$ cat config.mk
export PLATFORM = sky130hd
export DESIGN_NAME = instr_word_decoder
export DESIGN_NICKNAME = d
export VERILOG_FILES = /design/src/logic/instr_decode_pkg.sv /design/src/logic/cond_eval.sv /design/src/logic/instr_word_decoder.sv
export SDC_FILE = /design/constraint.sdc
export NUM_CORES = 1
export LEC_CHECK = 0
export ABC_AREA = 1
export BUFFER_PORTS_ARGS = -buffer_cell sky130_fd_sc_hd__clkbuf_2
export CAP_MARGIN = 5
export CORE_MARGIN = 4
export CORE_UTILIZATION = 37
export CTS_CLUSTER_SIZE = 12
export DETAILED_ROUTE_END_ITERATION = 8
export GPL_TIMING_DRIVEN = 0
export SETUP_SLACK_MARGIN = 0.5
export SYNTH_ARGS = -nofsm -noshare
export SYNTH_HDL_FRONTEND = slang
export SYNTH_SLANG_ARGS = --single-unit
$ cat constraint.sdc
create_clock -name sys_clk -period 2.94 [get_ports sys_clk]
set_input_delay 0.588 -clock sys_clk [delete_from_list [all_inputs] [get_ports sys_clk]]
set_output_delay 0.588 -clock sys_clk [all_outputs]
set_load 0.03 [all_outputs]
$ cat src/logic/instr_decode_pkg.sv
// Shared constants, encodings and register map of the instruction word decoder
package instr_decode_pkg;

  // ==========================================================================
  // Word and field widths
  localparam int WORD_W = 16;
  localparam int LIT_W  = 12;
  localparam int TGT_W  = 20;
  localparam int MASK_W = 8;

  // ==========================================================================
  // Top nibble encodings
  localparam logic [3:0] NIB_ZERO     = 4'h0;
  localparam logic [3:0] NIB_BIT_TGL  = 4'h7;
  localparam logic [3:0] NIB_BIT_SET  = 4'h8;
  localparam logic [3:0] NIB_BIT_CLR  = 4'h9;
  localparam logic [3:0] NIB_SKIP_SET = 4'hA;
  localparam logic [3:0] NIB_SKIP_CLR = 4'hB;
  localparam logic [3:0] NIB_CTRL     = 4'hE;
  localparam logic [3:0] NIB_EXT      = 4'hF;

  // Second nibble encodings
  localparam logic [2:0] SUB_CALL  = 3'h6;
  localparam logic [3:0] SUB_GOTO  = 4'hF;
  localparam logic [5:0] SUB_PTR   = 6'h38;
  localparam logic [3:0] SUB_BANK  = 4'h1;
  localparam logic [3:0] SUB_LSUB  = 4'h8;
  localparam logic [3:0] SUB_LIOR  = 4'h9;
  localparam logic [3:0] SUB_LXOR  = 4'hA;
  localparam logic [3:0] SUB_LAND  = 4'hB;
  localparam logic [3:0] SUB_LRET  = 4'hC;
  localparam logic [3:0] SUB_LMUL  = 4'hD;
  localparam logic [3:0] SUB_LMOV  = 4'hE;
  localparam logic [3:0] SUB_LADD  = 4'hF;

  // Low byte encodings under an all-zero upper byte
  localparam logic [7:0] LOW_NOP    = 8'h00;
  localparam logic [7:0] LOW_SLEEP  = 8'h03;
  localparam logic [7:0] LOW_WDT    = 8'h04;
  localparam logic [7:0] LOW_PUSH   = 8'h05;
  localparam logic [7:0] LOW_POP    = 8'h06;
  localparam logic [6:0] LOW_IRET   = 7'h08;
  localparam logic [6:0] LOW_RET    = 7'h09;
  localparam logic [5:0] LOW_TBL_RD = 6'h02;
  localparam logic [5:0] LOW_TBL_WR = 6'h03;

  // ==========================================================================
  // Affected-flag mask bits and groups
  localparam logic [7:0] MASK_NONE  = 8'h00;
  localparam logic [7:0] MASK_ARITH = 8'h1F;
  localparam logic [7:0] MASK_LOGIC = 8'h14;
  localparam logic [7:0] MASK_POWER = 8'h60;
  localparam logic [7:0] MASK_IRQ   = 8'h80;

  // Cycle counts
  localparam logic [1:0] CYC_ONE = 2'h1;
  localparam logic [1:0] CYC_TWO = 2'h2;

  // ==========================================================================
  // Register map, byte addresses
  localparam logic [7:0] REG_CTRL  = 8'h00;
  localparam logic [7:0] REG_PORT  = 8'h04;
  localparam logic [7:0] REG_TIMER = 8'h08;
  localparam logic [7:0] REG_STATE = 8'h0C;
  localparam logic [7:0] REG_COUNT = 8'h10;

  // Control fields and reset values
  localparam int         CTRL_EN_BIT   = 0;
  localparam int         CTRL_PRE_BIT  = 1;
  localparam logic [1:0] CTRL_RST      = 2'h1;
  localparam logic [7:0] PORT_BASE_RST = 8'h80;
  localparam logic [7:0] PORT_CNT_RST  = 8'h05;
  localparam logic [7:0] TIMER_RST     = 8'h00;

  // AHB transfer type
  localparam logic [1:0] HTRANS_NONSEQ = 2'h2;

  // ==========================================================================
  // Decoded opcode classes
  typedef enum logic [4:0] {
    OP_NOP       = 5'h00, OP_BIT_CLEAR = 5'h01, OP_BIT_SET   = 5'h02,
    OP_BIT_TGL   = 5'h03, OP_SKIP_CLR  = 5'h04, OP_SKIP_SET  = 5'h05,
    OP_COND_BR   = 5'h06, OP_CALL      = 5'h07, OP_GOTO      = 5'h08,
    OP_POP       = 5'h09, OP_PUSH      = 5'h0A, OP_IRQ_RET   = 5'h0B,
    OP_RETURN    = 5'h0C, OP_SLEEP     = 5'h0D, OP_WDT_CLR   = 5'h0E,
    OP_LIT_RET   = 5'h0F, OP_LIT_ADD   = 5'h10, OP_LIT_AND   = 5'h11,
    OP_LIT_IOR   = 5'h12, OP_LIT_XOR   = 5'h13, OP_LIT_SUB   = 5'h14,
    OP_LIT_MOV   = 5'h15, OP_LIT_MUL   = 5'h16, OP_BANK_LD   = 5'h17,
    OP_PTR_LD    = 5'h18, OP_TBL_READ  = 5'h19, OP_TBL_WRITE = 5'h1A,
    OP_OTHER     = 5'h1F
  } op_class_e;

  // Word sequencer states
  typedef enum logic [1:0] {
    ST_FIRST    = 2'b00,
    ST_EXT      = 2'b01,
    ST_SKIP     = 2'b10,
    ST_SKIP_EXT = 2'b11
  } seq_state_e;

endpackage

$ cat src/logic/cond_eval.sv
// Branch condition and bit-test evaluator for the decoder
`timescale 1ns/1ns
module cond_eval (
  // Condition select
  input  wire logic [2:0] condCode,
  input  wire logic       skipWhenSet,
  // Core status and tested bit
  input  wire logic       zeroFlag,
  input  wire logic       carryFlag,
  input  wire logic       ovfFlag,
  input  wire logic       negFlag,
  input  wire logic       testBit,
  // Results
  output logic            branchTrue,
  output logic            skipTrue
);

  // ==========================================================================
  // Evaluation
  logic flagSel;  // Flag picked by the code's upper two bits

  // Even codes test the flag set, odd codes test it clear
  // Skip polarity arrives already resolved by the caller
  always_comb begin
    unique case (condCode[2:1])
      2'h0: flagSel = zeroFlag;
      2'h1: flagSel = carryFlag;
      2'h2: flagSel = ovfFlag;
      2'h3: flagSel = negFlag;
    endcase
    branchTrue = flagSel ^ condCode[0];
    skipTrue   = skipWhenSet ? testBit : ~testBit;
  end

endmodule

$ cat src/logic/instr_word_decoder.sv
// Instruction word decoder: bit, control, literal and table classes
`timescale 1ns/1ns
module instr_word_decoder
  import instr_decode_pkg::*;
(
  // Clock and reset
  input  wire logic                sys_clk,
  input  wire logic                rst_b,
  // Fetch stage
  input  wire logic [WORD_W-1:0]   instrWord,
  input  wire logic                instrValid,
  // Datapath status
  input  wire logic                zeroFlag,
  input  wire logic                carryFlag,
  input  wire logic                ovfFlag,
  input  wire logic                negFlag,
  input  wire logic                testBit,
  // Decoded outputs
  output logic                     decodeValid,
  output op_class_e                opClass,
  output logic [7:0]               fileAddr,
  output logic [2:0]               bitIndex,
  output logic                     destBit,
  output logic                     accessBit,
  output logic [LIT_W-1:0]         literal,
  output logic [TGT_W-1:0]         targetAddr,
  output logic                     fastSelect,
  output logic [1:0]               cycleCount,
  output logic [MASK_W-1:0]        flagMask,
  output logic                     skippedWord,
  output logic                     usePinLevel,
  output logic                     prescalerClear,
  // AHB-Lite slave
  input  wire logic                hsel,
  input  wire logic [31:0]         haddr,
  input  wire logic [1:0]          htrans,
  input  wire logic                hwrite,
  input  wire logic [2:0]          hsize,
  input  wire logic                hready,
  input  wire logic [31:0]         hwdata,
  output logic [31:0]              hrdata,
  output logic                     hreadyout,
  output logic                     hresp
);
  import instr_decode_pkg::*;

  // ==========================================================================
  // Register file state
  logic [1:0]  ctrl_q;       // Decode enable, prescaler assigned
  logic [7:0]  portBase_q;   // First port register address
  logic [7:0]  portCnt_q;    // Number of port registers
  logic [7:0]  timerAddr_q;  // Timer-zero register address
  logic [31:0] count_q;      // Count of decodeValid pulses so far
  logic        wrPend_q;     // Write data phase pending
  logic [7:0]  wrAddr_q;     // Latched write address

  // ==========================================================================
  // Sequencer state
  seq_state_e        state_q;      // Where the next word belongs
  logic [WORD_W-1:0] firstWord_q;  // Held opener of a two-word pair

  // ==========================================================================
  // Combinational decode of the incoming word
  op_class_e         classD;
  logic [1:0]        cycD;
  logic [7:0]        maskD;
  logic [7:0]        fileD;
  logic              destD;
  logic [LIT_W-1:0]  litD;
  logic              fastD;
  logic              opensExt;  // Word needs a 1111 extension
  logic              skipOp;    // Word is a bit test-skip
  logic              branchTrue;
  logic              skipTrue;
  logic              accept;

  assign accept = instrValid & ctrl_q[CTRL_EN_BIT];

  // Flag evaluation, shared by branches and test-skips
  cond_eval condUnit (
    .condCode    (instrWord[10:8]),
    .skipWhenSet (~instrWord[12]), // 1010 skips on set, 1011 on clear
    .zeroFlag    (zeroFlag),
    .carryFlag   (carryFlag),
    .ovfFlag     (ovfFlag),
    .negFlag     (negFlag),
    .testBit     (testBit),
    .branchTrue  (branchTrue),
    .skipTrue    (skipTrue)
  );

  // Single-word field decode; byte ops and relative jumps fall to OTHER
  always_comb begin
    classD   = OP_OTHER;
    cycD     = CYC_ONE;
    maskD    = MASK_NONE;
    fileD    = instrWord[7:0];
    destD    = 1'b0;
    litD     = {4'h0, instrWord[7:0]};
    fastD    = 1'b0;
    opensExt = 1'b0;
    skipOp   = 1'b0;
    unique case (instrWord[15:12])
      NIB_BIT_CLR: begin
        classD = OP_BIT_CLEAR;
        destD  = 1'b1;
      end
      NIB_BIT_SET: begin
        classD = OP_BIT_SET;
        destD  = 1'b1;
      end
      NIB_BIT_TGL: begin
        classD = OP_BIT_TGL;
        destD  = 1'b1;
      end
      NIB_SKIP_CLR, NIB_SKIP_SET: begin
        classD = instrWord[12] ? OP_SKIP_CLR : OP_SKIP_SET;
        skipOp = 1'b1;
        cycD   = skipTrue ? CYC_TWO : CYC_ONE;
      end
      NIB_CTRL: begin
        if (!instrWord[11]) begin
          classD = OP_COND_BR;
          cycD   = branchTrue ? CYC_TWO : CYC_ONE;
        end else if (instrWord[11:9] == SUB_CALL) begin
          classD   = OP_CALL;
          fastD    = instrWord[8];
          opensExt = 1'b1;
        end else if (instrWord[11:8] == SUB_GOTO) begin
          classD   = OP_GOTO;
          opensExt = 1'b1;
        end else if (instrWord[11:6] == SUB_PTR) begin
          classD   = OP_PTR_LD;
          opensExt = 1'b1;
        end
      end
      // Lone extension words are harmless fillers
      NIB_EXT: classD = OP_NOP;
      NIB_ZERO: begin
        unique case (instrWord[11:8])
          4'h0: begin
            if (instrWord[7:0] == LOW_NOP) begin
              classD = OP_NOP;
            end else if (instrWord[7:0] == LOW_SLEEP) begin
              classD = OP_SLEEP;
              maskD  = MASK_POWER;
            end else if (instrWord[7:0] == LOW_WDT) begin
              classD = OP_WDT_CLR;
              maskD  = MASK_POWER;
            end else if (instrWord[7:0] == LOW_PUSH) begin
              classD = OP_PUSH;
            end else if (instrWord[7:0] == LOW_POP) begin
              classD = OP_POP;
            end else if (instrWord[7:1] == LOW_IRET) begin
              classD = OP_IRQ_RET;
              cycD   = CYC_TWO;
              fastD  = instrWord[0];
              maskD  = MASK_IRQ;
            end else if (instrWord[7:1] == LOW_RET) begin
              classD = OP_RETURN;
              cycD   = CYC_TWO;
              fastD  = instrWord[0];
            end else if (instrWord[7:2] == LOW_TBL_RD) begin
              classD = OP_TBL_READ;
              cycD   = CYC_TWO;
              litD   = {10'h000, instrWord[1:0]};
            end else if (instrWord[7:2] == LOW_TBL_WR) begin
              classD = OP_TBL_WRITE;
              cycD   = CYC_TWO;
              litD   = {10'h000, instrWord[1:0]};
            end
          end
          SUB_BANK: begin
            if (instrWord[7:4] == 4'h0) begin
              classD = OP_BANK_LD;
              litD   = {8'h00, instrWord[3:0]};
            end
          end
          SUB_LSUB: begin
            classD = OP_LIT_SUB;
            maskD  = MASK_ARITH;
          end
          SUB_LIOR: begin
            classD = OP_LIT_IOR;
            maskD  = MASK_LOGIC;
          end
          SUB_LXOR: begin
            classD = OP_LIT_XOR;
            maskD  = MASK_LOGIC;
          end
          SUB_LAND: begin
            classD = OP_LIT_AND;
            maskD  = MASK_LOGIC;
          end
          SUB_LRET: begin
            classD = OP_LIT_RET;
            cycD   = CYC_TWO;
          end
          SUB_LMUL: classD = OP_LIT_MUL;
          SUB_LMOV: classD = OP_LIT_MOV;
          SUB_LADD: begin
            classD = OP_LIT_ADD;
            maskD  = MASK_ARITH;
          end
          // Byte-oriented file operations are not decoded here
          default: classD = OP_OTHER;
        endcase
      end
      // Byte ops and relative jumps live outside this decoder
      default: classD = OP_OTHER;
    endcase
  end

  // ==========================================================================
  // Word sequencer: pairs openers with extensions, swallows skipped words
  always_ff @(posedge sys_clk or negedge rst_b) begin
    if (!rst_b) begin
      state_q     <= ST_FIRST;
      firstWord_q <= 16'h0000;
    end else if (accept) begin
      unique case (state_q)
        ST_FIRST: begin
          if (opensExt) begin
            state_q     <= ST_EXT;
            firstWord_q <= instrWord;
          end else if (skipOp && skipTrue) begin
            state_q <= ST_SKIP;
          end
        end
        ST_EXT: state_q <= ST_FIRST;
        // A skipped opener drags its extension along
        ST_SKIP: state_q <= opensExt ? ST_SKIP_EXT : ST_FIRST;
        ST_SKIP_EXT: state_q <= ST_FIRST;
      endcase
    end
  end

  // ==========================================================================
  // Decoded output registers, loaded once per accepted word except the opener of a pair
  always_ff @(posedge sys_clk or negedge rst_b) begin
    if (!rst_b) begin
      decodeValid <= 1'b0;
      opClass     <= OP_NOP;
      fileAddr    <= 8'h00;
      bitIndex    <= 3'h0;
      destBit     <= 1'b0;
      accessBit   <= 1'b0;
      literal     <= 12'h000;
      targetAddr  <= 20'h00000;
      fastSelect  <= 1'b0;
      cycleCount  <= CYC_ONE;
      flagMask    <= MASK_NONE;
      skippedWord <= 1'b0;
    end else begin
      decodeValid <= 1'b0;
      if (accept && !(state_q == ST_FIRST && opensExt)) begin
        decodeValid <= 1'b1;
        skippedWord <= 1'b0;
        unique case (state_q)
          ST_FIRST: begin
            opClass    <= classD;
            fileAddr   <= fileD;
            bitIndex   <= instrWord[11:9];
            destBit    <= destD;
            accessBit  <= instrWord[8];
            literal    <= litD;
            fastSelect <= fastD;
            cycleCount <= cycD;
            flagMask   <= maskD;
          end
          ST_EXT: begin
            // A missing 1111 prefix leaves the pair undefined
            opClass    <= (instrWord[15:12] == NIB_EXT) ? classOf(firstWord_q) : OP_OTHER;
            fileAddr   <= {6'h00, firstWord_q[5:4]};
            literal    <= {firstWord_q[3:0], instrWord[7:0]};
            targetAddr <= {instrWord[11:0], firstWord_q[7:0]};
            fastSelect <= firstWord_q[8] & ~firstWord_q[9];
            cycleCount <= CYC_TWO;
            flagMask   <= MASK_NONE;
            destBit    <= 1'b0;
          end
          ST_SKIP, ST_SKIP_EXT: begin
            // Discarded word runs as a no-op cycle
            opClass     <= OP_NOP;
            skippedWord <= 1'b1;
            cycleCount  <= CYC_ONE;
            flagMask    <= MASK_NONE;
            destBit     <= 1'b0;
          end
        endcase
      end
    end
  end

  // Class of a held opener, recomputed so the pair needs no extra flop
  function automatic op_class_e classOf(input logic [WORD_W-1:0] w);
    op_class_e c;
    c = OP_PTR_LD;
    if (w[11:9] == SUB_CALL) begin
      c = OP_CALL;
    end else if (w[11:8] == SUB_GOTO) begin
      c = OP_GOTO;
    end
    return c;
  endfunction

  // ==========================================================================
  // Port and timer side effects of bit writes
  logic portHit;   // Bit write lands on a port register
  logic timerHit;  // Bit write lands on the timer-zero register
  logic bitWrite;

  assign bitWrite = (state_q == ST_FIRST) & destD;
  assign portHit  = (instrWord[7:0] >= portBase_q) &&
                    ({1'b0, instrWord[7:0]} < ({1'b0, portBase_q} + {1'b0, portCnt_q}));
  assign timerHit = instrWord[7:0] == timerAddr_q;

  // Pin levels feed read-modify-write of ports; prescaler clear is a pulse
  always_ff @(posedge sys_clk or negedge rst_b) begin
    if (!rst_b) begin
      usePinLevel    <= 1'b0;
      prescalerClear <= 1'b0;
    end else begin
      prescalerClear <= 1'b0;
      if (accept && !(state_q == ST_FIRST && opensExt)) begin
        usePinLevel    <= bitWrite & portHit;
        prescalerClear <= bitWrite & timerHit & ctrl_q[CTRL_PRE_BIT];
      end
    end
  end

  // ==========================================================================
  // AHB-Lite slave: zero wait states, read data captured in address phase
  logic addrPhase;
  logic [31:0] rdMux;

  assign addrPhase = hsel & hready & (htrans == HTRANS_NONSEQ);

  // Unmapped addresses read zero and ignore writes
  always_comb begin
    unique case (haddr[7:0])
      REG_CTRL:  rdMux = {30'h0, ctrl_q};
      REG_PORT:  rdMux = {16'h0, portCnt_q, portBase_q};
      REG_TIMER: rdMux = {24'h0, timerAddr_q};
      REG_STATE: rdMux = {22'h0, state_q, cycleCount, 1'b0, opClass};
      REG_COUNT: rdMux = count_q;
      default:   rdMux = 32'h0000_0000;
    endcase
  end

  // Bus response flops
  always_ff @(posedge sys_clk or negedge rst_b) begin
    if (!rst_b) begin
      hrdata    <= 32'h0000_0000;
      hreadyout <= 1'b0;
      hresp     <= 1'b0;
      wrPend_q  <= 1'b0;
      wrAddr_q  <= 8'h00;
    end else begin
      hreadyout <= 1'b1;
      hresp     <= 1'b0;
      wrPend_q  <= addrPhase & hwrite;
      if (addrPhase) begin
        wrAddr_q <= haddr[7:0];
        hrdata   <= hwrite ? 32'h0000_0000 : rdMux;
      end
    end
  end

  // Writable registers, written in the data phase
  always_ff @(posedge sys_clk or negedge rst_b) begin
    if (!rst_b) begin
      ctrl_q      <= CTRL_RST;
      portBase_q  <= PORT_BASE_RST;
      portCnt_q   <= PORT_CNT_RST;
      timerAddr_q <= TIMER_RST;
    end else if (wrPend_q) begin
      if (wrAddr_q == REG_CTRL) begin
        ctrl_q <= hwdata[1:0];
      end
      if (wrAddr_q == REG_PORT) begin
        portBase_q <= hwdata[7:0];
        portCnt_q  <= hwdata[15:8];
      end
      if (wrAddr_q == REG_TIMER) begin
        timerAddr_q <= hwdata[7:0];
      end
    end
  end

  // Counter of decodeValid pulses, wraps silently
  always_ff @(posedge sys_clk or negedge rst_b) begin
    if (!rst_b) begin
      count_q <= 32'h0000_0000;
    end else if (decodeValid) begin
      count_q <= count_q + 32'h0000_0001;
    end
  end

endmodule
==> impl_metrics.ini, run 1 <==
[power_and_ir_drop]
vdd_ir_drop_max_uv = 607
power_density_nw_per_um2 = 678
leakagePower_nw = 5.75

[critical_path]
required_ns = 3.26
cp.arrival_ns = 2.75
worst_setup_path_end_kind = register
crit_slowest_cell = dfstp_2
critPathKind = register to register
regToRegSetupSlack_ns = 0.51
cpMostUsedCell = nand2_1
crit_chain = ha_4 > a21oi_1 > nand2_1 > buf_4 > nand2_1 > o311ai_0 > xnor2_1 > ha_1 > nand4_1 > nand3b_1 > nand3_1 > nand2_1
cp_max_fo = 4
cp-start-kind = register
critical_path.max_stage_delay_ns = 0.57

[placement]
routabilityCongestion = 0.884
place.port_buffers = 148
post-place-cells = 1575
dp_hpwl_mm = 19.9

[global_route]
gr-usage-all-layers_pct = 18.9
grt_max_degree = 96
grt_pass1_wl_mm = 42.1
grt_pass1_vias = 7776
grt_overflow_total = 0
antenna_found_initial = 1

[floorplan]
pin_count = 195
die_y_microns = 166
start_util_pct = 37.7
std_cell_rows = 57
core_sq_um = 24500
die_w_microns = 166
die_area_sq_um = 27500

[yosys]
synth_largest_area_cell = dfrtp_1
yosys.area.top_type_share_pct = 46.1
syn_area_per_cell_sq_um = 8.37
yosysWarningCount = 0
syn-instance-count = 1102
synth_edf_count = 0
ys.flop_type = dfrtp_1
synth.area.top_cells = dfrtp_1 (46%), nand2_1 (12%), o21ai_0 (4.6%), inv_1 (4.4%), nor2_1 (3.4%)
synth_fp_nets = 1223
ys_seq_elements = 175
async_reset_ff_share_pct = 100
synth_area_sq_um = 9230
yosysUniqueCellTypes = 55
ys_seq_area_share_pct = 47.5

[sta]
clock-skew-final_ns = 0.0125
slew-limit-headroom_pct = 55.6
tightest_slew_ns = 0.666
tns_ns = 0
clock.fmax_mhz = 412
finalHoldViolCount = 0
hold_slack_ns = 0.190
rsz0062_at_grt = yes
layout_min_cycle_time_ns = 2.43
final-setup-viol-count = 0
min_period_over_period_pct = 82.6
maxSlewViolCount = 0

[clock_tree]
cts-htree-levels = 4
insertion_delay_ns = 0.44
clk_pin_slew_worst_paths_ns = 0.07
cts_buffers = 17
cts_hold_buf = 0
clockBufferDepth = 2
cts_sinks = 175
root_buffer = clkbuf_16
cts_tree = yes

[drt]
dr.pass1.iters = 5
routed_wl_mm = 26.0
vias_per_cell = 5.02
vias = 8087
ant_nets = 0
drc = 0
drtIter0Drc = 631
wl_per_cell_microns = 16.2

[finish]
num-nets-final = 1394
fillers = 2442
finalNonFillerCells = 1611
drive_above_1_share_pct = 22.0
syn2layout_area_growth_pct = 20.1
postLayoutCoreUtil_pct = 45.3

[min_path]
min_path_type = input port to asynchronous set/reset pin

[run]
max_cap_viol_count = 0

[status]
status = completed
==> sequential cells by signal, summed over array words and instances (netlist names), 2 cells and up <==
| signal | flops |
|---|---|
| bitIndex | 3 |
| count_q | 32 |
| ctrl_q | 2 |
| cycleCount | 2 |
| fileAddr | 8 |
| firstWord_q | 12 |
| flagMask | 4 |
| hrdata | 32 |
| literal | 12 |
| opClass | 5 |
| portBase_q | 8 |
| portCnt_q | 8 |
| state_q | 2 |
| targetAddr | 20 |
| timerAddr_q | 8 |
| wrAddr_q | 8 |
==> synth_stat cells, types with 8 or more instances <==
master and number:
dfrtp_1 170, nand4_1 20, inv_1 109, clkbuf_1 11, xor2_1 27, nand2_2 8, buf_4 9, nand2_1 301
nor2_1 84, nor3_1 23, nand3_1 43, buf_2 11, a21oi_1 26, a32o_1 16, o22ai_1 18, inv_2 10
o21ai_0 84, ha_1 24, xnor2_1 11, o21ai_2 14
==> cell usage in the layout (no fill, tap or decap), types with 4 or more instances in the layout <==
cell type / Yosys / layout
o21ai_0: 84 / 84
mux2_2: 7 / 7
nor4_1: 5 / 5
nor3_1: 23 / 23
nor2_1: 84 / 84
a21oi_1: 26 / 25
buf_4: 9 / 12
clkinv_4: 0 / 6
clkbuf_2: 0 / 147
xor2_1: 27 / 27
nand2_4: 7 / 7
a32o_1: 16 / 16
o21ai_2: 14 / 14
clkbuf_16: 0 / 17
xnor2_1: 11 / 11
nand2_1: 301 / 300
nand3_1: 43 / 42
nand4_1: 20 / 20
ha_1: 24 / 22
nor2_2: 7 / 7
dfrtp_1: 170 / 170
nand3b_1: 4 / 4
nor2_4: 5 / 5
buf_2: 11 / 11
o22ai_1: 18 / 18
o21ai_1: 7 / 7
dfstp_2: 5 / 5
nand2_2: 8 / 9
inv_2: 10 / 10
clkbuf_1: 11 / 12
inv_1: 109 / 109
==> area by class of cell <==
type	instances	area (sq um)	area share [%]
clock inverters	14	181	1.64
clock buffers	18	429	3.87
repair buffers	152	800	7.21
inverters	123	472	4.26
flip-flops and latches	175	4390	39.6
plain buffers	33	199	1.79
diodes	1	2.50	0.0226
multi-input cells	771	4210	38.0
well taps	324	405	3.66
==> metal layers <==
layer | track usage, % | share of wire [%]
met1 | 27.2 | 48
met2 | 29.7 | 47
met3 | 3.88 | 4.8
met4 | 4.23 | 0.94
met5 | 0 | 0
==> through the flow <==
step	area, sq um	power, mW	setup WS, ns
floorplan	9230	4.49	0.593
global route	11100	7.93	0.363
global placement	10400	5.15	-2.11
detailed placement	10400	5.19	0.368
CTS	11000	7.58	0.506
finish	11100	7.52	0.510
==> worst max-delay path: cells and delay by family, from the launching register on <==
kind / cells / cell delay, ns
compound gates: 2 / 0.31
xor+xnor: 1 / 0.19
fa+ha+maj: 2 / 0.53
buf+inv: 1 / 0.15
flops: 1 / 0.57
simple gates: 6 / 0.57
==> cell families after synthesis <==
logic type	count (synthesis)	synth area share, %
xor+xnor	38	3.61
compound gates	182	12.1
other cells	2	0.0814
simple gates	516	24.9
buf+inv	156	7.27
fa+ha+maj	25	3.47
flops	175	47.5
mux	8	0.976
==> where the power goes <==
group | leakage [nW] | switching [mW] | total, mW | internal (mW)
Combinational | 3.23 | 1.42 | 2.06 | 0.633
Sequential | 2.22 | 0.307 | 3.10 | 2.79
Clock | 0.295 | 1.01 | 2.36 | 1.35
==> final timing paths <==
check                      cells past startpoint                  endpoint                startpoint
max in group asynchronous                      2    hrdata[14]$_DFFE_PN0P_                     rst_b
hold reg to reg                                1   count_q[31]$_DFFE_PN0P_   count_q[31]$_DFFE_PN0P_
setup / recovery                              12   usePinLevel$_DFFE_PN0P_  portCnt_q[2]$_DFFE_PN1P_
setup reg to reg                              12   usePinLevel$_DFFE_PN0P_  portCnt_q[2]$_DFFE_PN1P_
hold / removal                                 1   bitIndex[2]$_DFFE_PN0P_                     rst_b
min in group sys_clk                           2  portCnt_q[4]$_DFFE_PN0P_                hwdata[12]
==> timing repair <==
item / CTS / global route
gates cloned: 0 / 0
setup endpoints to repair: 1 / 1
pin swaps: 0 / 6
resized for setup: 3 / 4
buffers inserted: 1 / 2
(Power assumes the default switching activity.)
==> run 2, diff against run 1 <==
clock period = 2.3 ns   (was 2.94 ns; I/O delays follow)
==> run 2 against run 1 <==
  * Clock-buffer cell count is 2 higher
  * Fmax rose by 3.2%
  * Clock skew grew 0.00095 ns
  * Core utilization up 1.4 points
  * The run now ends with setup timing left
  * Wire length up 2.4%
  * Global-route usage up 0.32 points
  * Flip-flop and latch count unchanged
  * Sequential share of layout area fell by 1.1 points
  * Clock power rose by 26%
  * Sequential power up 28%
  * Register-to-register slack got worse by 0.57 ns
  * Hold slack got worse by 0.083 ns
  * Largest cell class unchanged
==> impl_metrics.ini, run 2 (same netlist as run 1, synthesis figures left out) <==
[global_route]
gr-usage-all-layers_pct = 19.3
grt_pass1_wl_mm = 43.0
grt_pass1_vias = 7896
grt_overflow_total = 0
grt_max_degree = 105
antenna_found_initial = 1

[floorplan]
die_area_sq_um = 27500
core_sq_um = 24500
std_cell_rows = 57
die_w_microns = 166
start_util_pct = 37.7
pin_count = 195
die_y_microns = 166

[power_and_ir_drop]
p_seq_share_pct = 40.7
vdd_ir_drop_max_uv = 606
switching_share_pct = 36.9
leakagePower_nw = 5.95
switchingPower_mw = 3.61
power_density_nw_per_um2 = 856
p_total_mw = 9.77
intPower_mw = 6.16
power_frac_comb_pct = 28.7
p_clk_share_pct = 30.5

[finish]
regArea_sq_um = 4390
num-nets-final = 1421
layout_common_cells = nand2_1 (299), dfrtp_1 (168), clkbuf_2 (148)
postLayoutCoreUtil_pct = 46.7
finalNonFillerCells = 1638
multi_input_area_sq_um = 4320
largest_registers = count_q x32, hrdata x32, targetAddr x20
drive_above_1_share_pct = 24.8
finalInstanceArea_sq_um = 11400
syn2layout_area_growth_pct = 23.7
fillers = 2422
final_common_cell = nand2_1

[drt]
vias_per_cell = 4.96
wl_met2_mm = 12.6
vias = 8132
ant_nets = 0
m1WireLength_mm = 12.6
drc = 0
routed_wl_mm = 26.7
drtIter0Drc = 662
dr.pass1.iters = 5
route.met3.wl_mm = 1.15
wl_per_cell_microns = 16.3
highest_layer = met4

[clock_tree]
clockBufferDepth = 2
insertion_delay_ns = 0.43
root_buffer = clkbuf_16
cts-htree-levels = 4
cts_tree = yes
clk_pin_slew_worst_paths_ns = 0.07
cts_sinks = 175
cts_buffers = 17

[placement]
dp_slack_ns = -0.171
routabilityCongestion = 0.893
dp_hpwl_mm = 19.8
post-place-cells = 1575
place.port_buffers = 148
place_area_sq_um = 10400

[critical_path]
cp.arrival_ns = 2.73
required_ns = 2.68
cp-start-kind = register
cp_max_fo = 2
worst_setup_path_end_kind = register
critPathKind = register to register

[min_path]
min_path_type = input port to asynchronous set/reset pin

[sta]
slew-limit-headroom_pct = 42.5
hold_slack_ns = 0.107
maxSlewViolCount = 0
clock.fmax_mhz = 425
setup_slack_ns = -0.0552
final-setup-viol-count = 1
rsz0062_at_grt = yes
clock-skew-final_ns = 0.0134
tightest_slew_ns = 0.862
min_period_over_period_pct = 102
layout_min_cycle_time_ns = 2.36
tns_ns = -0.0552
finalHoldViolCount = 0

[run]
max_cap_viol_count = 0

[status]
violations = setup timing
status = finished, violations left
[run 2: cell type report]
| class | instances | share of cell area [%] |
|---|---|---|
| sequential | 175 | 38.4 |
| multi-input combinational | 771 | 37.8 |
| timing repair buffer | 179 | 8.85 |
| inverter | 123 | 4.21 |
| clock buffer | 20 | 3.91 |
| tap | 324 | 3.55 |
| buffer | 33 | 1.87 |
| clock inverter | 12 | 1.33 |
| antenna | 1 | 0.0219 |
[run 2: power groups by stage]
| stage | Combinational [mW] | Sequential, mW | Clock (mW) |
|---|---|---|---|
| after floorplan | 1.13 | 4.62 | 0 |
| after global placement | 2.58 | 4.01 | 0 |
| after detailed placement | 2.62 | 4.02 | 0 |
| after CTS | 2.73 | 3.96 | 3.04 |
| after global routing | 3.07 | 4.04 | 3.18 |
| final | 2.81 | 3.98 | 2.98 |
[run 2: path summary, 6_finish.rpt]
check,slack [ns],end,cells after the start,start
setup / recovery,-0.06,usePinLevel$_DFFE_PN0P_,14,portBase_q[0]$_DFFE_PN0P_
hold / removal,0.11,bitIndex[2]$_DFFE_PN0P_,1,rst_b
setup reg to reg,-0.06,usePinLevel$_DFFE_PN0P_,14,portBase_q[0]$_DFFE_PN0P_
hold reg to reg,0.47,targetAddr[4]$_DFFE_PN0P_,2,targetAddr[4]$_DFFE_PN0P_
max in group asynchronous,1.28,portCnt_q[0]$_DFFE_PN1P_,2,rst_b
min in group sys_clk,0.25,portCnt_q[6]$_DFFE_PN0P_,2,hwdata[14]
[run 2: timing repair]
item / CTS / global route
pin swaps: 8 / 11
endpoints found under the hold margin: 0 / 0
setup endpoints to repair: 33 / 50
hold buffers: 0 / 0
buffers inserted: 12 / 18
gates resized for setup: 11 / 34
[run 2: layer usage]
metal | up-vias | track usage (%)
li1 | 4018 | -
met4 | 0 | 4.73
met1 | 3854 | 27.4
met5 | - | 0
met3 | 22 | 3.52
met2 | 238 | 30.6
[run 2: worst max-delay path, cell delays in order, from the launching register on]
cell and delay [ns]:
dfrtp_1 0.43, ha_4 0.19, fa_2 0.35, nand3_2 0.07, nand2_2 0.06, a21oi_2 0.11
nor2_1 0.04, nor2_1 0.12, xor2_1 0.18, ha_1 0.26, a21oi_1 0.14, o21ai_0 0.10
nor2_1 0.10, nand3_1 0.09, nand2_1 0.05
==> run 3, diff against run 2 <==
clock period = 2.4 ns   (was 2.3 ns; I/O delays follow)
==> run 3 against run 2 <==
  * The run now ends clean
  * Critical path depth is the same
  * Core utilization shrank 0.73 points
  * Fmax is essentially flat
  * Highest routed layer unchanged
==> impl_metrics.ini, run 3 (same netlist as run 1, synthesis figures left out) <==
[global_route]
grt_max_degree = 105
grt_pass1_vias = 7840
grt_pass1_wl_mm = 42.8
grtUsageMet3_pct = 3.52
grt_use_met1_pct = 27.2
busiest_layer = met2
grt_use_met2_pct = 30.5
antenna_found_initial = 1
gr-usage-all-layers_pct = 19.1
grt_overflow_total = 0

[status]
status = completed

[floorplan]
die_w_microns = 166
pin_count = 195
core_sq_um = 24500
die_y_microns = 166
std_cell_rows = 57
start_util_pct = 37.7
die_area_sq_um = 27500

[sta]
tns_ns = 0
min_period_over_period_pct = 98.1
clock.fmax_mhz = 425
layout_min_cycle_time_ns = 2.35
tightest_slew_ns = 0.874
maxSlewViolCount = 0
hold_slack_ns = 0.119
clock-skew-final_ns = 0.0108
final-setup-viol-count = 0
slew-limit-headroom_pct = 41.7
rsz0062_at_grt = yes
finalHoldViolCount = 0
setup_slack_ns = 0.0459

[finish]
fillers = 2439
multi_input_area_sq_um = 4280
regArea_sq_um = 4390
largest_registers = count_q x32, hrdata x32, targetAddr x20
finalNonFillerCells = 1622
finalInstanceArea_sq_um = 11200
final_common_cell = nand2_1
num-nets-final = 1405
drive_above_1_share_pct = 23.5
syn2layout_area_growth_pct = 21.8
layout_common_cells = nand2_1 (299), dfrtp_1 (168), clkbuf_2 (149)

[min_path]
min_path_type = input port to asynchronous set/reset pin

[clock_tree]
cts_sinks = 175
root_buffer = clkbuf_16
cts_tree = yes
cts-htree-levels = 4
insertion_delay_ns = 0.43
clk_pin_slew_worst_paths_ns = 0.07
cts_buffers = 17
clockBufferDepth = 2

[drt]
ant_nets = 0
drc = 0
routed_wl_mm = 26.4
dr.pass1.iters = 7
drtIter0Drc = 651
wl_per_cell_microns = 16.2
vias_per_cell = 4.96
vias = 8051

[critical_path]
reg2reg_depth = 14
worstReg2RegStart = portBase_q[0]$_DFFE_PN0P_
critPathKind = register to register
timing.rr.end = usePinLevel$_DFFE_PN0P_
crit_chain = ha_4 > fa_2 > nand3_2 > nand2_2 > a21oi_2 > nor2_1 > nor2_1 > xor2_1 > ha_1 > a21oi_1 > o21ai_0 > nor2_1 > nand3_1 > nand2_1
regToRegSetupSlack_ns = 0.05
cp-start-kind = register
cpMostUsedCell = nor2_1
cp_top_family = adder cells
crit_slowest_cell = dfrtp_1
required_ns = 2.78
path_buf_inv = 0
critical_path.max_stage_delay_ns = 0.43
worst_setup_path_end_kind = register
cp_max_fo = 2
cp.arrival_ns = 2.73

[placement]
place_area_sq_um = 10400
post-place-cells = 1575
routabilityCongestion = 0.893
dp_slack_ns = -0.0712
place.port_buffers = 148
dp_hpwl_mm = 19.8

[power_and_ir_drop]
leakagePower_nw = 5.82
power_density_nw_per_um2 = 825
vdd_ir_drop_max_uv = 580

[run]
max_cap_viol_count = 0
==> run 3: changes by cell type in the layout (fill, tap and decap cells not counted), moves of 2 or more <==
cell,change
nand2_4,-2
buf_6,-3
buf_4,-15
nand2_2,+2
inv_4,-2
==> run 3: cell type report <==
type / count / share of cell area (%)
clock buffer: 20 / 3.98
inverter: 123 / 4.20
timing repair buffer: 163 / 7.85
clock inverter: 12 / 1.35
tap: 324 / 3.61
sequential: 175 / 39.1
antenna: 1 / 0.0223
multi-input combinational: 771 / 38.1
buffer: 33 / 1.83
==> run 3: how the worst max path moves through the flow <==
| stage | start | endpoint | depth (start not counted) |
|---|---|---|---|
| 3_5_place_dp | portBase_q[0]$_DFFE_PN0P_ | usePinLevel$_DFFE_PN0P_ | 15 |
| 4_1_cts | portBase_q[0]$_DFFE_PN0P_ | usePinLevel$_DFFE_PN0P_ | 15 |
| 5_1_grt | portBase_q[0]$_DFFE_PN0P_ | usePinLevel$_DFFE_PN0P_ | 14 |
| 6_report | portBase_q[0]$_DFFE_PN0P_ | usePinLevel$_DFFE_PN0P_ | 14 |
| 2_1_floorplan | portBase_q[0]$_DFFE_PN0P_ | usePinLevel$_DFFE_PN0P_ | 15 |
| 3_3_place_gp | rst_b | hrdata[16]$_DFFE_PN0P_ | 1 |
==> run 3: what timing repair did <==
action	in CTS	in global routing
buffers inserted	5	9
endpoints found under the hold margin	0	0
resized for setup	6	19
hold buffers	0	0
setup endpoints to repair	14	34
pin swaps	6	9
==> run 3: layer usage <==
layer | part of all wire, % | routed length (microns)
met1 | 48 | 12600
met2 | 47 | 12300
met3 | 4.2 | 1120
met4 | 1.2 | 309
met5 | 0 | 0
==> run 3: per-stage QoR <==
step / utilization [%] / power [mW]
3_5_place_dp: 42.6 / 6.36
5_1_grt: 45.9 / 9.79
6_report: 45.9 / 9.27
3_3_place_gp: 42.5 / 6.32
2_1_floorplan: - / 5.51
4_1_cts: 45.3 / 9.26
==> run 3: power breakdown <==
group | switching [mW] | leakage, nW | internal [mW]
clock | 1.26 | 0.290 | 1.60
sequential | 0.399 | 2.22 | 3.42
combinational | 1.76 | 3.31 | 0.833
